## config.mk

```make
export PLATFORM = sky130hd
export DESIGN_NAME = sleep_mode_controller
export DESIGN_NICKNAME = d
export VERILOG_FILES = /design/src/common/sleep_pkg.sv /design/src/design/wake_filter.sv /design/src/design/sleep_mode_controller.sv
export SDC_FILE = /design/constraint.sdc
export NUM_CORES = 1
export LEC_CHECK = 0
export BUFFER_PORTS_ARGS = -buffer_cell sky130_fd_sc_hd__buf_4
export CORE_ASPECT_RATIO = 1.25
export CORE_MARGIN = 1.5
export CORE_UTILIZATION = 48
export CTS_BUF_LIST = sky130_fd_sc_hd__clkbuf_16
export CTS_CLUSTER_DIAMETER = 30
export DETAILED_ROUTE_END_ITERATION = 12
export MAX_ROUTING_LAYER = met4
export PLACE_DENSITY_LB_ADDON = 0.15
export RECOVER_POWER = 25
export SYNTH_ARGS = -nofsm -noshare
export SYNTH_HDL_FRONTEND = slang
export SYNTH_SLANG_ARGS = --single-unit
```

## constraint.sdc

```tcl
create_clock -name mclk -period 2.5 [get_ports mclk]
set_clock_uncertainty 0.15 [all_clocks]
set_input_delay 0.25 -clock mclk [delete_from_list [all_inputs] [get_ports mclk]]
set_output_delay 0.25 -clock mclk [all_outputs]
set_load 0.005 [all_outputs]
```

## src/common/sleep_pkg.sv

```systemverilog
// shared constants and types of the sleep-mode controller
package sleep_pkg;
   // register byte addresses on the register bus
   localparam logic [3:0] SLEEP_CTRL_ADDR = 4'h0;
   localparam logic [3:0] MICRO_CTRL_ADDR = 4'h4;
   localparam logic [3:0] STATUS_ADDR = 4'h8;
   localparam logic [3:0] CONFIG_ADDR = 4'hC;
   // field positions
   localparam int SE_POS = 0;
   localparam int SM_LO_POS = 1;
   localparam int BROWNOUT_OFF_UNLOCK_POS = 5;
   localparam int BROWNOUT_SLEEP_OFF_POS = 6;
   localparam int AS0_POS = 0;
   localparam int STARTUP_LO_POS = 8;
   // reset values
   localparam logic [7:0] SLEEP_CTRL_RST = 8'h00;
   localparam logic [7:0] STARTUP_RST = 8'h10;
   // timing
   localparam int CLK_MHZ = 10;
   localparam int CORE_HOLD_CYC = 4;
   localparam int UNLOCK_WIN_CYC = 4;
   localparam int BROWNOUT_SLEEP_OFF_LIFE_CYC = 3;
   localparam int BOD_WAKE_US = 60;
   localparam int BOD_WAKE_CYC = BOD_WAKE_US * CLK_MHZ;
   localparam int CNT_W = 10;

   typedef enum logic [1:0]
   {
      MODE_IDLE = 2'h0,
      MODE_ADC_NR = 2'h1,
      MODE_PWR_DOWN = 2'h2,
      MODE_PWR_SAVE = 2'h3
   } sleep_mode_t;

   // gated clock enables and oscillator enables
   typedef struct packed
   {
      logic core_clock;
      logic program_memory_clock;
      logic peripheral_clock;
      logic converter_clock;
      logic asynchronous_clock;
      logic main_osc;
      logic timer_osc;
   } clock_gates_t;

   // interrupt request sources able to wake the device
   typedef struct packed
   {
      logic adc_done;
      logic watchdog_irq;
      logic start_cond;
      logic timer0_ovf;
      logic timer0_cmp;
      logic nvm_ready;
      logic ext_irq_zero;
      logic ext_irq_one;
      logic pin_change;
      logic other_io;
   } wake_src_t;

   // timer0 interrupt enables, global enable and external pin sense
   typedef struct packed
   {
      logic timer0_ovf_en;
      logic timer0_cmp_en;
      logic global_ie;
      logic ext_zero_level;
      logic ext_one_level;
   } wake_cfg_t;
endpackage : sleep_pkg

```

## src/design/wake_filter.sv

```systemverilog
// wake-source qualifier per sleep mode
`timescale 1ns/100ps
`default_nettype none
module wake_filter
   import sleep_pkg::*;
(
   // mode and sources
   input wire sleep_mode_t mode,
   input wire wake_src_t src,
   input wire wake_cfg_t cfg,
   input wire logic timer0_async_select,
   // result
   output logic wake
);
   logic ext_lvl;
   logic timer_evt;

   // deep modes see the external pins only in level mode
   assign ext_lvl = (src.ext_irq_zero & cfg.ext_zero_level)
                  | (src.ext_irq_one & cfg.ext_one_level); // RL12
   assign timer_evt = ((src.timer0_ovf & cfg.timer0_ovf_en)
                     | (src.timer0_cmp & cfg.timer0_cmp_en)) & cfg.global_ie;

   always_comb
   begin
      unique case (mode)
         MODE_IDLE:
            wake = |src; // RL9
         MODE_ADC_NR:
            wake = src.adc_done | src.watchdog_irq | src.start_cond | src.timer0_ovf
                 | src.timer0_cmp | src.nvm_ready | ext_lvl | src.pin_change; // RL10
         MODE_PWR_DOWN:
            wake = src.watchdog_irq | src.start_cond | ext_lvl | src.pin_change; // RL11
         MODE_PWR_SAVE:
            wake = src.watchdog_irq | src.start_cond | ext_lvl | src.pin_change
                 | (timer_evt & timer0_async_select); // RL16
      endcase
   end
endmodule : wake_filter
`default_nettype wire

```

## src/design/sleep_mode_controller.sv

```systemverilog
// sleep-mode controller: entry, clock gating, wake-up and brown-out switch-off
// Behaviour
// [RL1] software sets sleep enable before the sleep instruction to enter the chosen mode
// [RL2] mode 00 idle stops core and program memory clocks only
// [RL3] mode 01 adds stopping the peripheral clock
// [RL4] mode 10 stops main oscillator and all generated clocks
// [RL5] mode 11 like power-down but keeps async clock and timer oscillator
// [RL6] interrupt wake holds core four cycles beyond clock start-up
// [RL7] register file and SRAM untouched across sleep
// [RL8] reset during sleep wakes to the reset vector
// [RL9] idle accepts every enabled interrupt as wake source
// [RL10] noise reduction wakes only on the listed sources
// [RL11] power-down wakes only on the listed sources
// [RL12] deep modes wake on external pins only in level mode
// [RL13] external level must be held long enough by the waking party
// [RL14] enabled converter starts a conversion on idle or noise-reduction entry
// [RL15] power-down wake waits the fuse-defined start-up period
// [RL16] power-save wakes on timer0 events when async and enabled
// [RL17] software avoids power-save without async timer0 clock
// [RL18] brown-out switch-off only in power-down and power-save
// [RL19] detector off after sleep entry, back on at wake-up
// [RL20] wake extended to 60 us after detector was off
// [RL21] brown-out sleep bit resets to zero
// [RL22] unlock write then set within four cycles
// [RL23] brown-out sleep bit self-clears after three cycles
// [RL24] sleep instruction without sleep enable does nothing
//
// Design decisions made here: register access over Wishbone and the address map.
`timescale 1ns/100ps
`default_nettype none
module sleep_mode_controller
   import sleep_pkg::*;
(
   // clock, reset, enable
   input wire logic mclk,
   input wire logic rstn,
   input wire logic clk_en,
   // wishbone slave
   input wire logic wb_cyc_i,
   input wire logic wb_stb_i,
   input wire logic wb_we_i,
   input wire logic [3:0] wb_adr_i,
   input wire logic [3:0] wb_sel_i,
   input wire logic [31:0] wb_dat_i,
   output logic [31:0] wb_dat_o,
   output logic wb_ack_o,
   // core side
   input wire logic sleep_instr,
   input wire logic sys_reset,
   input wire logic adc_enabled,
   input wire wake_src_t wake_src,
   input wire wake_cfg_t wake_cfg,
   input wire logic timer0_async_select,
   // outputs to clock tree and peripherals
   output clock_gates_t clk_gates,
   output logic brownout_detector_on,
   output logic adc_start,
   output logic core_resume,
   output logic core_reset_vector,
   output logic asleep
);
   typedef enum logic [4:0]
   {
      ST_RUN = 5'h01,
      ST_SLEEP = 5'h02,
      ST_STARTUP = 5'h04,
      ST_HOLD = 5'h08,
      ST_BOOT = 5'h10
   } state_t;

   state_t state_r;
   logic sleep_enable_bit_r;
   sleep_mode_t sleep_mode_select_r;
   sleep_mode_t cur_mode_r;
   logic brownout_sleep_off_r;
   logic brownout_off_unlock_r;
   logic [2:0] unlock_cnt_r;
   logic [1:0] brownout_sleep_off_cnt_r;
   logic [7:0] startup_cyc_r;
   logic bod_was_off_r;
   logic [CNT_W-1:0] wait_cnt_r;
   logic wake;
   logic deep_mode;
   logic bus_req;
   logic bus_wr;
   logic [31:0] rd_nxt;

   wake_filter u_wake
   (
      .mode(cur_mode_r),
      .src(wake_src),
      .cfg(wake_cfg),
      .timer0_async_select(timer0_async_select),
      .wake(wake)
   );

   assign deep_mode = cur_mode_r[1];
   assign bus_req = wb_cyc_i & wb_stb_i & ~wb_ack_o;
   assign bus_wr = bus_req & wb_we_i & wb_sel_i[0];

   // bus ack: one cycle after the request, dropped the next cycle
   // a write lands at the edge that raises ack, while the master still holds
   // the request; masking with ack keeps that held request from landing twice
   always_ff @(posedge mclk)
   begin
      if (!rstn)
         wb_ack_o <= 1'b0;
      else if (clk_en)
         wb_ack_o <= bus_req;
   end

   always_comb
   begin
      rd_nxt = 32'h0000_0000;
      unique case (wb_adr_i)
         SLEEP_CTRL_ADDR:
         begin
            rd_nxt[SE_POS] = sleep_enable_bit_r;
            rd_nxt[SM_LO_POS +: 2] = sleep_mode_select_r;
         end
         MICRO_CTRL_ADDR:
         begin
            rd_nxt[BROWNOUT_OFF_UNLOCK_POS] = brownout_off_unlock_r;
            rd_nxt[BROWNOUT_SLEEP_OFF_POS] = brownout_sleep_off_r;
         end
         STATUS_ADDR:
         begin
            rd_nxt[4:0] = state_r;
            rd_nxt[6:5] = cur_mode_r;
            rd_nxt[7] = brownout_detector_on;
         end
         CONFIG_ADDR:
            rd_nxt[STARTUP_LO_POS +: 8] = startup_cyc_r;
         default:
            rd_nxt = 32'h0000_0000;
      endcase
   end

   always_ff @(posedge mclk)
   begin
      if (!rstn)
         wb_dat_o <= 32'h0000_0000;
      else if (clk_en && bus_req)
         wb_dat_o <= rd_nxt;
   end

   // sleep control register
   always_ff @(posedge mclk)
   begin
      if (!rstn)
      begin
         sleep_enable_bit_r <= SLEEP_CTRL_RST[SE_POS];
         sleep_mode_select_r <= sleep_mode_t'(SLEEP_CTRL_RST[SM_LO_POS +: 2]);
      end
      else if (clk_en && bus_wr && wb_adr_i == SLEEP_CTRL_ADDR)
      begin
         sleep_enable_bit_r <= wb_dat_i[SE_POS];
         sleep_mode_select_r <= sleep_mode_t'(wb_dat_i[SM_LO_POS +: 2]);
      end
   end

   // start-up period in cycles; stands in for the clock-select fuses
   always_ff @(posedge mclk)
   begin
      if (!rstn)
         startup_cyc_r <= STARTUP_RST;
      else if (clk_en && wb_sel_i[1] && bus_req && wb_we_i && wb_adr_i == CONFIG_ADDR)
         startup_cyc_r <= wb_dat_i[STARTUP_LO_POS +: 8];
   end

   // timed unlock: the set write only counts inside the window
   always_ff @(posedge mclk)
   begin
      if (!rstn)
      begin
         brownout_off_unlock_r <= 1'b0;
         unlock_cnt_r <= 3'h0;
      end
      else if (clk_en)
      begin
         if (bus_wr && wb_adr_i == MICRO_CTRL_ADDR
             && wb_dat_i[BROWNOUT_SLEEP_OFF_POS] && wb_dat_i[BROWNOUT_OFF_UNLOCK_POS] && !brownout_off_unlock_r)
         begin
            brownout_off_unlock_r <= 1'b1; // RL22
            unlock_cnt_r <= 3'(UNLOCK_WIN_CYC);
         end
         else if (brownout_off_unlock_r)
         begin
            // rewriting the unlock does not extend the window
            unlock_cnt_r <= unlock_cnt_r - 3'h1;
            if (unlock_cnt_r == 3'h1 || (bus_wr && wb_adr_i == MICRO_CTRL_ADDR
                                         && !wb_dat_i[BROWNOUT_OFF_UNLOCK_POS]))
               brownout_off_unlock_r <= 1'b0;
         end
      end
   end

   // brown-out sleep bit: resets to zero, self-clears after three cycles
   always_ff @(posedge mclk)
   begin
      if (!rstn)
      begin
         brownout_sleep_off_r <= 1'b0; // RL21
         brownout_sleep_off_cnt_r <= 2'h0;
      end
      else if (clk_en)
      begin
         if (bus_wr && wb_adr_i == MICRO_CTRL_ADDR && brownout_off_unlock_r
             && wb_dat_i[BROWNOUT_SLEEP_OFF_POS] && !wb_dat_i[BROWNOUT_OFF_UNLOCK_POS])
         begin
            brownout_sleep_off_r <= 1'b1; // RL22
            brownout_sleep_off_cnt_r <= 2'(BROWNOUT_SLEEP_OFF_LIFE_CYC);
         end
         else if (brownout_sleep_off_r)
         begin
            brownout_sleep_off_cnt_r <= brownout_sleep_off_cnt_r - 2'h1;
            if (brownout_sleep_off_cnt_r == 2'h1)
               brownout_sleep_off_r <= 1'b0; // RL23
         end
      end
   end

   // sequencer; the register file and SRAM are never touched here
   always_ff @(posedge mclk)
   begin
      if (!rstn)
      begin
         state_r <= ST_RUN;
         cur_mode_r <= MODE_IDLE;
         bod_was_off_r <= 1'b0;
         wait_cnt_r <= '0;
      end
      else if (clk_en)
      begin
         unique case (state_r)
            ST_RUN:
               if (sleep_instr && sleep_enable_bit_r) // RL1 RL24
               begin
                  state_r <= ST_SLEEP;
                  cur_mode_r <= sleep_mode_select_r;
                  bod_was_off_r <= brownout_sleep_off_r & sleep_mode_select_r[1]; // RL18
               end
            ST_SLEEP:
               if (sys_reset)
                  state_r <= ST_BOOT; // RL8
               else if (wake)
               begin
                  state_r <= ST_STARTUP;
                  if (bod_was_off_r)
                     wait_cnt_r <= CNT_W'(BOD_WAKE_CYC); // RL20
                  else if (deep_mode)
                     wait_cnt_r <= CNT_W'(startup_cyc_r); // RL15
                  else
                     wait_cnt_r <= '0;
               end
            ST_STARTUP:
               if (sys_reset)
                  state_r <= ST_BOOT;
               else if (wait_cnt_r == '0)
               begin
                  state_r <= ST_HOLD;
                  wait_cnt_r <= CNT_W'(CORE_HOLD_CYC - 1); // RL6
               end
               else
                  wait_cnt_r <= wait_cnt_r - 1'b1;
            ST_HOLD:
               if (sys_reset)
                  state_r <= ST_BOOT;
               else if (wait_cnt_r == '0)
               begin
                  state_r <= ST_RUN;
                  bod_was_off_r <= 1'b0;
               end
               else
                  wait_cnt_r <= wait_cnt_r - 1'b1;
            ST_BOOT:
            begin
               // restart from the vector: no sleep mode or count survives
               state_r <= ST_RUN;
               cur_mode_r <= MODE_IDLE;
               wait_cnt_r <= '0;
               bod_was_off_r <= 1'b0;
            end
         endcase
      end
   end

   // clock gating, registered so outputs come from flip-flops
   always_ff @(posedge mclk)
   begin
      if (!rstn)
         clk_gates <= 7'h7F;
      else if (clk_en)
      begin
         if (state_r == ST_SLEEP)
         begin
            clk_gates.core_clock <= 1'b0;
            clk_gates.program_memory_clock <= 1'b0; // RL2
            clk_gates.peripheral_clock <= (cur_mode_r == MODE_IDLE); // RL3
            clk_gates.converter_clock <= !deep_mode; // RL4
            clk_gates.main_osc <= !deep_mode;
            clk_gates.asynchronous_clock <= (cur_mode_r != MODE_PWR_DOWN); // RL5
            clk_gates.timer_osc <= (cur_mode_r != MODE_PWR_DOWN);
         end
         else
         begin
            // oscillators back during start-up, core only after the hold
            clk_gates <= 7'h7F;
            clk_gates.core_clock <= (state_r == ST_RUN || state_r == ST_BOOT);
            clk_gates.program_memory_clock <= (state_r == ST_RUN || state_r == ST_BOOT);
         end
      end
   end

   // detector off only while asleep with the switch-off latched
   always_ff @(posedge mclk)
   begin
      if (!rstn)
         brownout_detector_on <= 1'b1;
      else if (clk_en)
         brownout_detector_on <= !(state_r == ST_SLEEP && bod_was_off_r); // RL19
   end

   always_ff @(posedge mclk)
   begin
      if (!rstn)
      begin
         adc_start <= 1'b0;
         core_resume <= 1'b0;
         core_reset_vector <= 1'b0;
         asleep <= 1'b0;
      end
      else if (clk_en)
      begin
         adc_start <= state_r == ST_RUN && sleep_instr && sleep_enable_bit_r
                      && adc_enabled && !sleep_mode_select_r[1]; // RL14
         core_resume <= state_r == ST_HOLD && wait_cnt_r == '0 && !sys_reset; // RL6
         core_reset_vector <= state_r != ST_RUN && state_r != ST_BOOT && sys_reset; // RL8
         asleep <= state_r == ST_SLEEP; // RL7
      end
   end
endmodule : sleep_mode_controller
`default_nettype wire

```

==> qor.tcl, run 1 <==
set qor(final-hold-violation-count) 0
set qor(groute.layer.met2.usage_pct) 41.81
set qor(crit_path_max_incr_delay_ps) 330
set qor(tns_ps) 0
set qor(fmax_mhz) 428.7
set qor(power_frac_comb_pct) 16.7
set qor(async_flop_share_pct) 0
set qor(grt_use_met3_pct) 5.579
set qor(nFillCells) 566
set qor(postRouteWirelength_um) 7992
set qor(die_height_um) 93.90
set qor(synth_top_flop_cell) {dfxtp_1}
set qor(finalWorstPathRequiredPeriod_ps) 2333
set qor(layout-area-overhead-vs-synth_pct) 28.04
set qor(avgRoutedWirePerCell_um) 14.22
set qor(final_common_cell) {buf_4}
set qor(number_of_unique_standard_cell_types_used_by_synthesis) 54
set qor(grt_overflow_total) 0
set qor(via_count) 3093
set qor(cellPowerDensity_nw_per_um2) 679.5
set qor(worst-endpoint-required_ps) 2550
set qor(cts_tree) {built}
set qor(syn_avg_cell_area_sq_um) 7.993
set qor(p_leak_nw) 1.653
set qor(cellInternalPower_mw) 2.011
set qor(die_width_um) 75.72
set qor(timing.critical_path.buf_inv) 2
set qor(grt_setup_unrepaired) {false}
set qor(worstPathCellList) {inv_1 > ha_2 > nor4b_4 > nand3_2 > buf_4 > o21a_1 > a32o_1 > o21ai_0 > a21oi_1}
set qor(yosysSeqAreaShare_pct) 39.12
set qor(ios) 110
set qor(post-route-cell-area_sq_um) 4063
set qor(clk_latency_ps) 320
set qor(timing.critical_path.max_delay_family) {compound AO/OA/AOI/OAI gates}
set qor(design.core.area_sq_um) 6286
set qor(ys_ff_latch) 62
set qor(maximum_vdd_drop_mv) 0.3766
set qor(ys_warn_count) 0
set qor(critical_path.slowest_cell) {dfxtp_1}
set qor(worst_ep_arrival_time_ps) 2380
set qor(power.net_switching_mw) 0.7493
set qor(ctsRootBufferMaster) {clkbuf_16}
set qor(synth_edf_count) 0
set qor(post-route-worst-setup-slack_ps) 167.2
set qor(clock_sink_count) 62
set qor(clock_share_of_power_pct) 44.2
set qor(layout-drive-gt1-share_pct) 24.32
set qor(layout.cells.most_common_list) {62 x buf_4, 60 x dfxtp_1, 53 x nand2_1, 47 x nor2_1, 38 x a21oi_1}
set qor(worstPathMaxFanout) 5
set qor(htree_levels) 3
set qor(wire_length_of_the_first_global_routing_pass_um) 12880
set qor(min_path_type) {primary input to flip-flop}
set qor(antenna-diode-count) 0
set qor(setup-violations-final) 0
set qor(detail_route.first_pass.iterations) 4
set qor(globalRouteMet1Util_pct) 27.33
set qor(row_count) 32
set qor(io_buf_count) 72
set qor(crit_path_end_kind) {flip-flop}
set qor(drt_iter0_markers) 131
set qor(p_sw_share_pct) 27.15
set qor(placed_area_sq_um) 3734
set qor(numCtsBuffers) 9
set qor(max_slew_headroom_pct) 50.24
set qor(final-max-slew-violation-count) 0
set qor(run_status) {finished, final reports clean}
set qor(clockBufferDepth) 2
set qor(final_util_pct) 64.63
set qor(detailed_place_hpwl_um) 5975
set qor(number_of_antenna_violations_at_the_first_check_in_global_routing) 0
set qor(maxCapViolations) 0
set qor(cp-start-kind) {flip-flop}
set qor(p_seq_share_pct) 39.0
set qor(viasPerCell) 5.504
set qor(final_weighted_congestion_in_routability_driven_placement) 0.8663
set qor(die_area_sq_um) 7110
set qor(antenna_violating_nets_post_route) 0
set qor(gr-max-usage-layer) {met2}
set qor(preCtsSetupSlack_ps) 62.52
set qor(syn_inst) 397
set qor(finalNetCount) 541
set qor(via_count_of_the_first_global_routing_pass) 2892
set qor(grtUsageTotal_pct) 24.50
set qor(worst_slew_pin_slew_ps) 746.4
set qor(criticalPathCategory) {flip-flop to flip-flop}
set qor(grt_max_degree) 29
set qor(final_min_period_over_clock_period_pct) 93.31
set qor(drc_errors) 0
set qor(starting_utilization_of_the_core_area_pct) 50.48
set qor(worst_setup_hold_path_clk_slew_ps) 50
set qor(post_synth_instance_area_sq_um) 3173
kinds of logic after synthesis:
group / synth area share (%)
simple gates: 24.61
flops: 39.12
mux: 2.208
xor+xnor: 1.341
buf+inv: 8.517
compound gates: 22.52
fa+ha+maj: 1.577
other cells: 0.1182
final timing paths:
| check | start | end | slack, ps | cells after the start |
|---|---|---|---|---|
| setup / recovery | wait_cnt_r[0] | wait_cnt_r[3] | 170 | 9 |
| hold / removal | wb_dat_i[2] | sleep_mode_select_r[1] | 10 | 3 |
| setup reg to reg | wait_cnt_r[0] | wait_cnt_r[3] | 170 | 9 |
| hold reg to reg | core_reset_vector | core_reset_vector | 310 | 2 |
flip-flops by register name, summed over array words and instances (netlist names), 2 cells and up:
signal and flops:
wb_dat_o 16, wait_cnt_r 10, startup_cyc_r 8, state_r 5, clk_gates 4, unlock_cnt_r 3, brownout_sleep_off_cnt_r 2, cur_mode_r 2
sleep_mode_select_r 2
power groups by stage:
stage               combinational, mW  sequential, mW  clock (mW)
floorplan                       0.348            1.06           0
global placement                0.429            1.09           0
detailed placement              0.437            1.10           0
CTS                             0.442            1.08        1.24
global route                    0.516            1.09        1.30
finish                          0.462            1.08        1.22
final cells by class:
type	count	area (sq um)	area share, %
Sequential cell	62	1244	30.61
Clock inverter	7	73.82	1.817
Multi-Input combinational cell	300	1724	42.44
Timing Repair Buffer	85	636.9	15.68
Inverter	14	52.55	1.294
Tap cell	85	106.4	2.618
Clock buffer	9	225.2	5.544
Yosys cell counts (all sizes together) (3+ instances only):
| cell | n | share of area, % |
|---|---|---|
| dfxtp | 62 | 39 |
| nand2 | 53 | 6.3 |
| nor2 | 48 | 5.8 |
| a21oi | 38 | 6.0 |
| buf | 29 | 6.0 |
| o21ai | 21 | 3.3 |
| a22oi | 16 | 3.8 |
| nor3 | 15 | 2.4 |
| inv | 14 | 1.7 |
| nand3 | 11 | 2.1 |
| clkbuf | 7 | 0.83 |
| mux2i | 7 | 2.2 |
| and2 | 6 | 1.2 |
| nor4 | 5 | 1.2 |
| and3 | 4 | 0.79 |
| ha | 4 | 1.6 |
| o211ai | 4 | 0.95 |
| o22ai | 4 | 0.79 |
| xor2 | 4 | 1.3 |
| a211oi | 3 | 0.71 |
| a221oi | 3 | 0.83 |
| nand4 | 3 | 0.59 |
| o21a | 3 | 0.95 |
worst min-delay path: stages:
cell and delay [ps]:
buf_4 80, mux2i_1 50, nor2_1 70
through the flow:
stage,total power [mW],cells,hold slack [ps]
global placement,1.523,543,295.6
floorplan,1.407,412,224.2
finish,2.761,562,14.96
global route,2.900,562,26.06
CTS,2.763,560,7.811
detailed placement,1.535,543,307.8
per-layer routing:
metal / vias to the layer above / share of wire, %
met3: 15 / 4.3
met4: 0 / 1.9
met2: 84 / 53
met5: - / 0
met1: 1456 / 41
li1: 1538 / -
repair_timing:
action                                 in CTS  in global routing
gates resized for setup                     0                  4
hold buffers                                1                  0
setup endpoints to repair                   0                  8
endpoints found under the hold margin       1                  0
setup buffers                               0                  2
No activity file was read; power rests on OpenSTA's default activity.
==> run 2: changes to the inputs <==
--- a/config.mk
+++ b/config.mk
@@ -14,7 +14,6 @@
 export DETAILED_ROUTE_END_ITERATION = 12
 export MAX_ROUTING_LAYER = met4
 export PLACE_DENSITY_LB_ADDON = 0.15
-export RECOVER_POWER = 25
 export SYNTH_ARGS = -nofsm -noshare
 export SYNTH_HDL_FRONTEND = slang
 export SYNTH_SLANG_ARGS = --single-unit
==> run 2 against run 1 <==
Sequential share of layout area about the same. Critical path depth is the same. Non-clock buffer count did not move. Highest routed layer unchanged. Largest power group unchanged. Clock power is essentially flat. Worst setup slack improved by 4.2 ps. Critical path type unchanged.
==> qor.tcl, run 2 (synthesis results as in run 1) <==
set qor(multiInputGateArea_sq_um) 1724
set qor(final.hold.worst_slack_ps) 16.64
set qor(grt_setup_unrepaired) {false}
set qor(number_of_antenna_violations_at_the_first_check_in_global_routing) 0
set qor(wire_length_of_the_first_global_routing_pass_um) 12880
set qor(via_count) 3091
set qor(cp-start-kind) {flip-flop}
set qor(maximum_vdd_drop_mv) 0.3766
set qor(clock_sink_count) 62
set qor(largestRegisters) {wb_dat_o (16), wait_cnt_r (10), startup_cyc_r (8)}
set qor(preCtsSetupSlack_ps) 62.52
set qor(post-route-worst-setup-slack_ps) 171.4
set qor(final_util_pct) 64.69
set qor(max_slew_headroom_pct) 60.97
set qor(worstPathCellList) {inv_1 > ha_2 > nor4b_4 > nand3_2 > buf_4 > o21a_1 > a32o_1 > o21ai_0 > a21oi_1}
set qor(htree_levels) 3
set qor(cellPowerDensity_nw_per_um2) 679.1
set qor(ios) 110
set qor(r2r.worst_path.cells) 9
set qor(placed_area_sq_um) 3734
set qor(detailed_place_hpwl_um) 5975
set qor(layout-area-overhead-vs-synth_pct) 28.15
set qor(starting_utilization_of_the_core_area_pct) 50.48
set qor(nFillCells) 564
set qor(post-route-cell-area_sq_um) 4066
set qor(drt_iter0_markers) 162
set qor(run_status) {finished, final reports clean}
set qor(numCtsBuffers) 9
set qor(crit_path_max_incr_delay_ps) 330
set qor(grt_max_degree) 29
set qor(largest_reg_flops) 16
set qor(grt_overflow_total) 0
set qor(io_buf_count) 72
set qor(viasPerCell) 5.500
set qor(area.sequential_sq_um) 1244
set qor(clk_latency_ps) 320
set qor(design.core.area_sq_um) 6286
set qor(final_weighted_congestion_in_routability_driven_placement) 0.8663
set qor(crit_path_end_kind) {flip-flop}
set qor(min_path_type) {primary input to flip-flop}
set qor(die_width_um) 75.72
set qor(final-instance-count-excl-fill) 562
set qor(final-max-slew-violation-count) 0
set qor(worst_setup_hold_path_clk_slew_ps) 50
set qor(drc_errors) 0
set qor(die_area_sq_um) 7110
set qor(finalNetCount) 541
set qor(setup-violations-final) 0
set qor(worst_ep_arrival_time_ps) 2380
set qor(antenna_violating_nets_post_route) 0
set qor(tns_ps) 0
set qor(worstPathMaxFanout) 5
set qor(layout.cells.most_common_list) {84 x buf_4, 60 x dfxtp_1, 53 x nand2_1, 47 x nor2_1, 38 x a21oi_1}
set qor(clockBufferDepth) 2
set qor(numPlacedInstances) 543
set qor(layout-drive-gt1-share_pct) 24.53
set qor(critical_path_cell_count) 9
set qor(criticalPathCategory) {flip-flop to flip-flop}
set qor(antenna-diode-count) 0
set qor(detail_route.first_pass.iterations) 4
set qor(timing.critical_path.max_delay_family) {compound AO/OA/AOI/OAI gates}
set qor(maxCapViolations) 0
set qor(grtUsageTotal_pct) 24.50
set qor(p_leak_nw) 1.667
set qor(avgRoutedWirePerCell_um) 14.28
set qor(final-hold-violation-count) 0
set qor(worst-endpoint-required_ps) 2550
set qor(final_min_period_over_clock_period_pct) 93.14
set qor(timing.critical_path.buf_inv) 2
set qor(postRouteWirelength_um) 8024
set qor(regMostFlops) {wb_dat_o}
set qor(total_power_mw) 2.762
set qor(row_count) 32
set qor(critical_path.slowest_cell) {dfxtp_1}
set qor(worst_slew_pin_slew_ps) 581.9
set qor(number_of_cells_on_the_worst_hold_path) 3
set qor(via_count_of_the_first_global_routing_pass) 2892
set qor(final_common_cell) {buf_4}
set qor(finalWorstPathRequiredPeriod_ps) 2329
set qor(die_height_um) 93.90
set qor(fmax_mhz) 429.4
set qor(ctsRootBufferMaster) {clkbuf_16}
set qor(cts_tree) {built}
[run 2: changes by cell type in the layout (fill, tap and decap cells not counted)]
cell and delta:
buf_4 +22, clkbuf_4 -21, clkbuf_1 -1
[run 2: cell type report]
class	instances	area share (%)
clock inverters	7	1.815
inverters	14	1.292
well taps	85	2.615
repair buffers	85	15.75
flip-flops and latches	62	30.58
multi-input cells	300	42.40
clock buffers	9	5.538
[run 2: final timing paths]
kind | slack [ps] | end | start
max | 170 | wait_cnt_r[3] | wait_cnt_r[0]
min | 20 | sleep_mode_select_r[1] | wb_dat_i[2]
max reg2reg | 170 | wait_cnt_r[3] | wait_cnt_r[0]
min reg2reg | 320 | core_reset_vector | core_reset_vector
[run 2: timing repair]
| action | 4_1_cts | 5_1_grt |
|---|---|---|
| setup endpoints to repair | 0 | 8 |
| hold buffers | 1 | 0 |
| resized for setup | 0 | 4 |
| hold endpoints to repair | 1 | 0 |
| setup buffers | 0 | 2 |
[run 2: worst min-delay path: stages]
cell     delay, ps
buf_4           80
mux2i_1         50
nor2_1          70
[run 2: metal layers]
metal / up-vias / GRT usage (%) / wire length (um)
met3: 15 / 5.579 / 395
met1: 1451 / 27.33 / 3238
met2: 89 / 41.81 / 4235
met4: 0 / 9.226 / 154
li1: 1536 / - / -
met5: - / - / 0
[run 2: report_power, final]
part,switching (mW),internal [mW]
registers,0.0562,1.02
clock network,0.448,0.773
logic,0.245,0.219
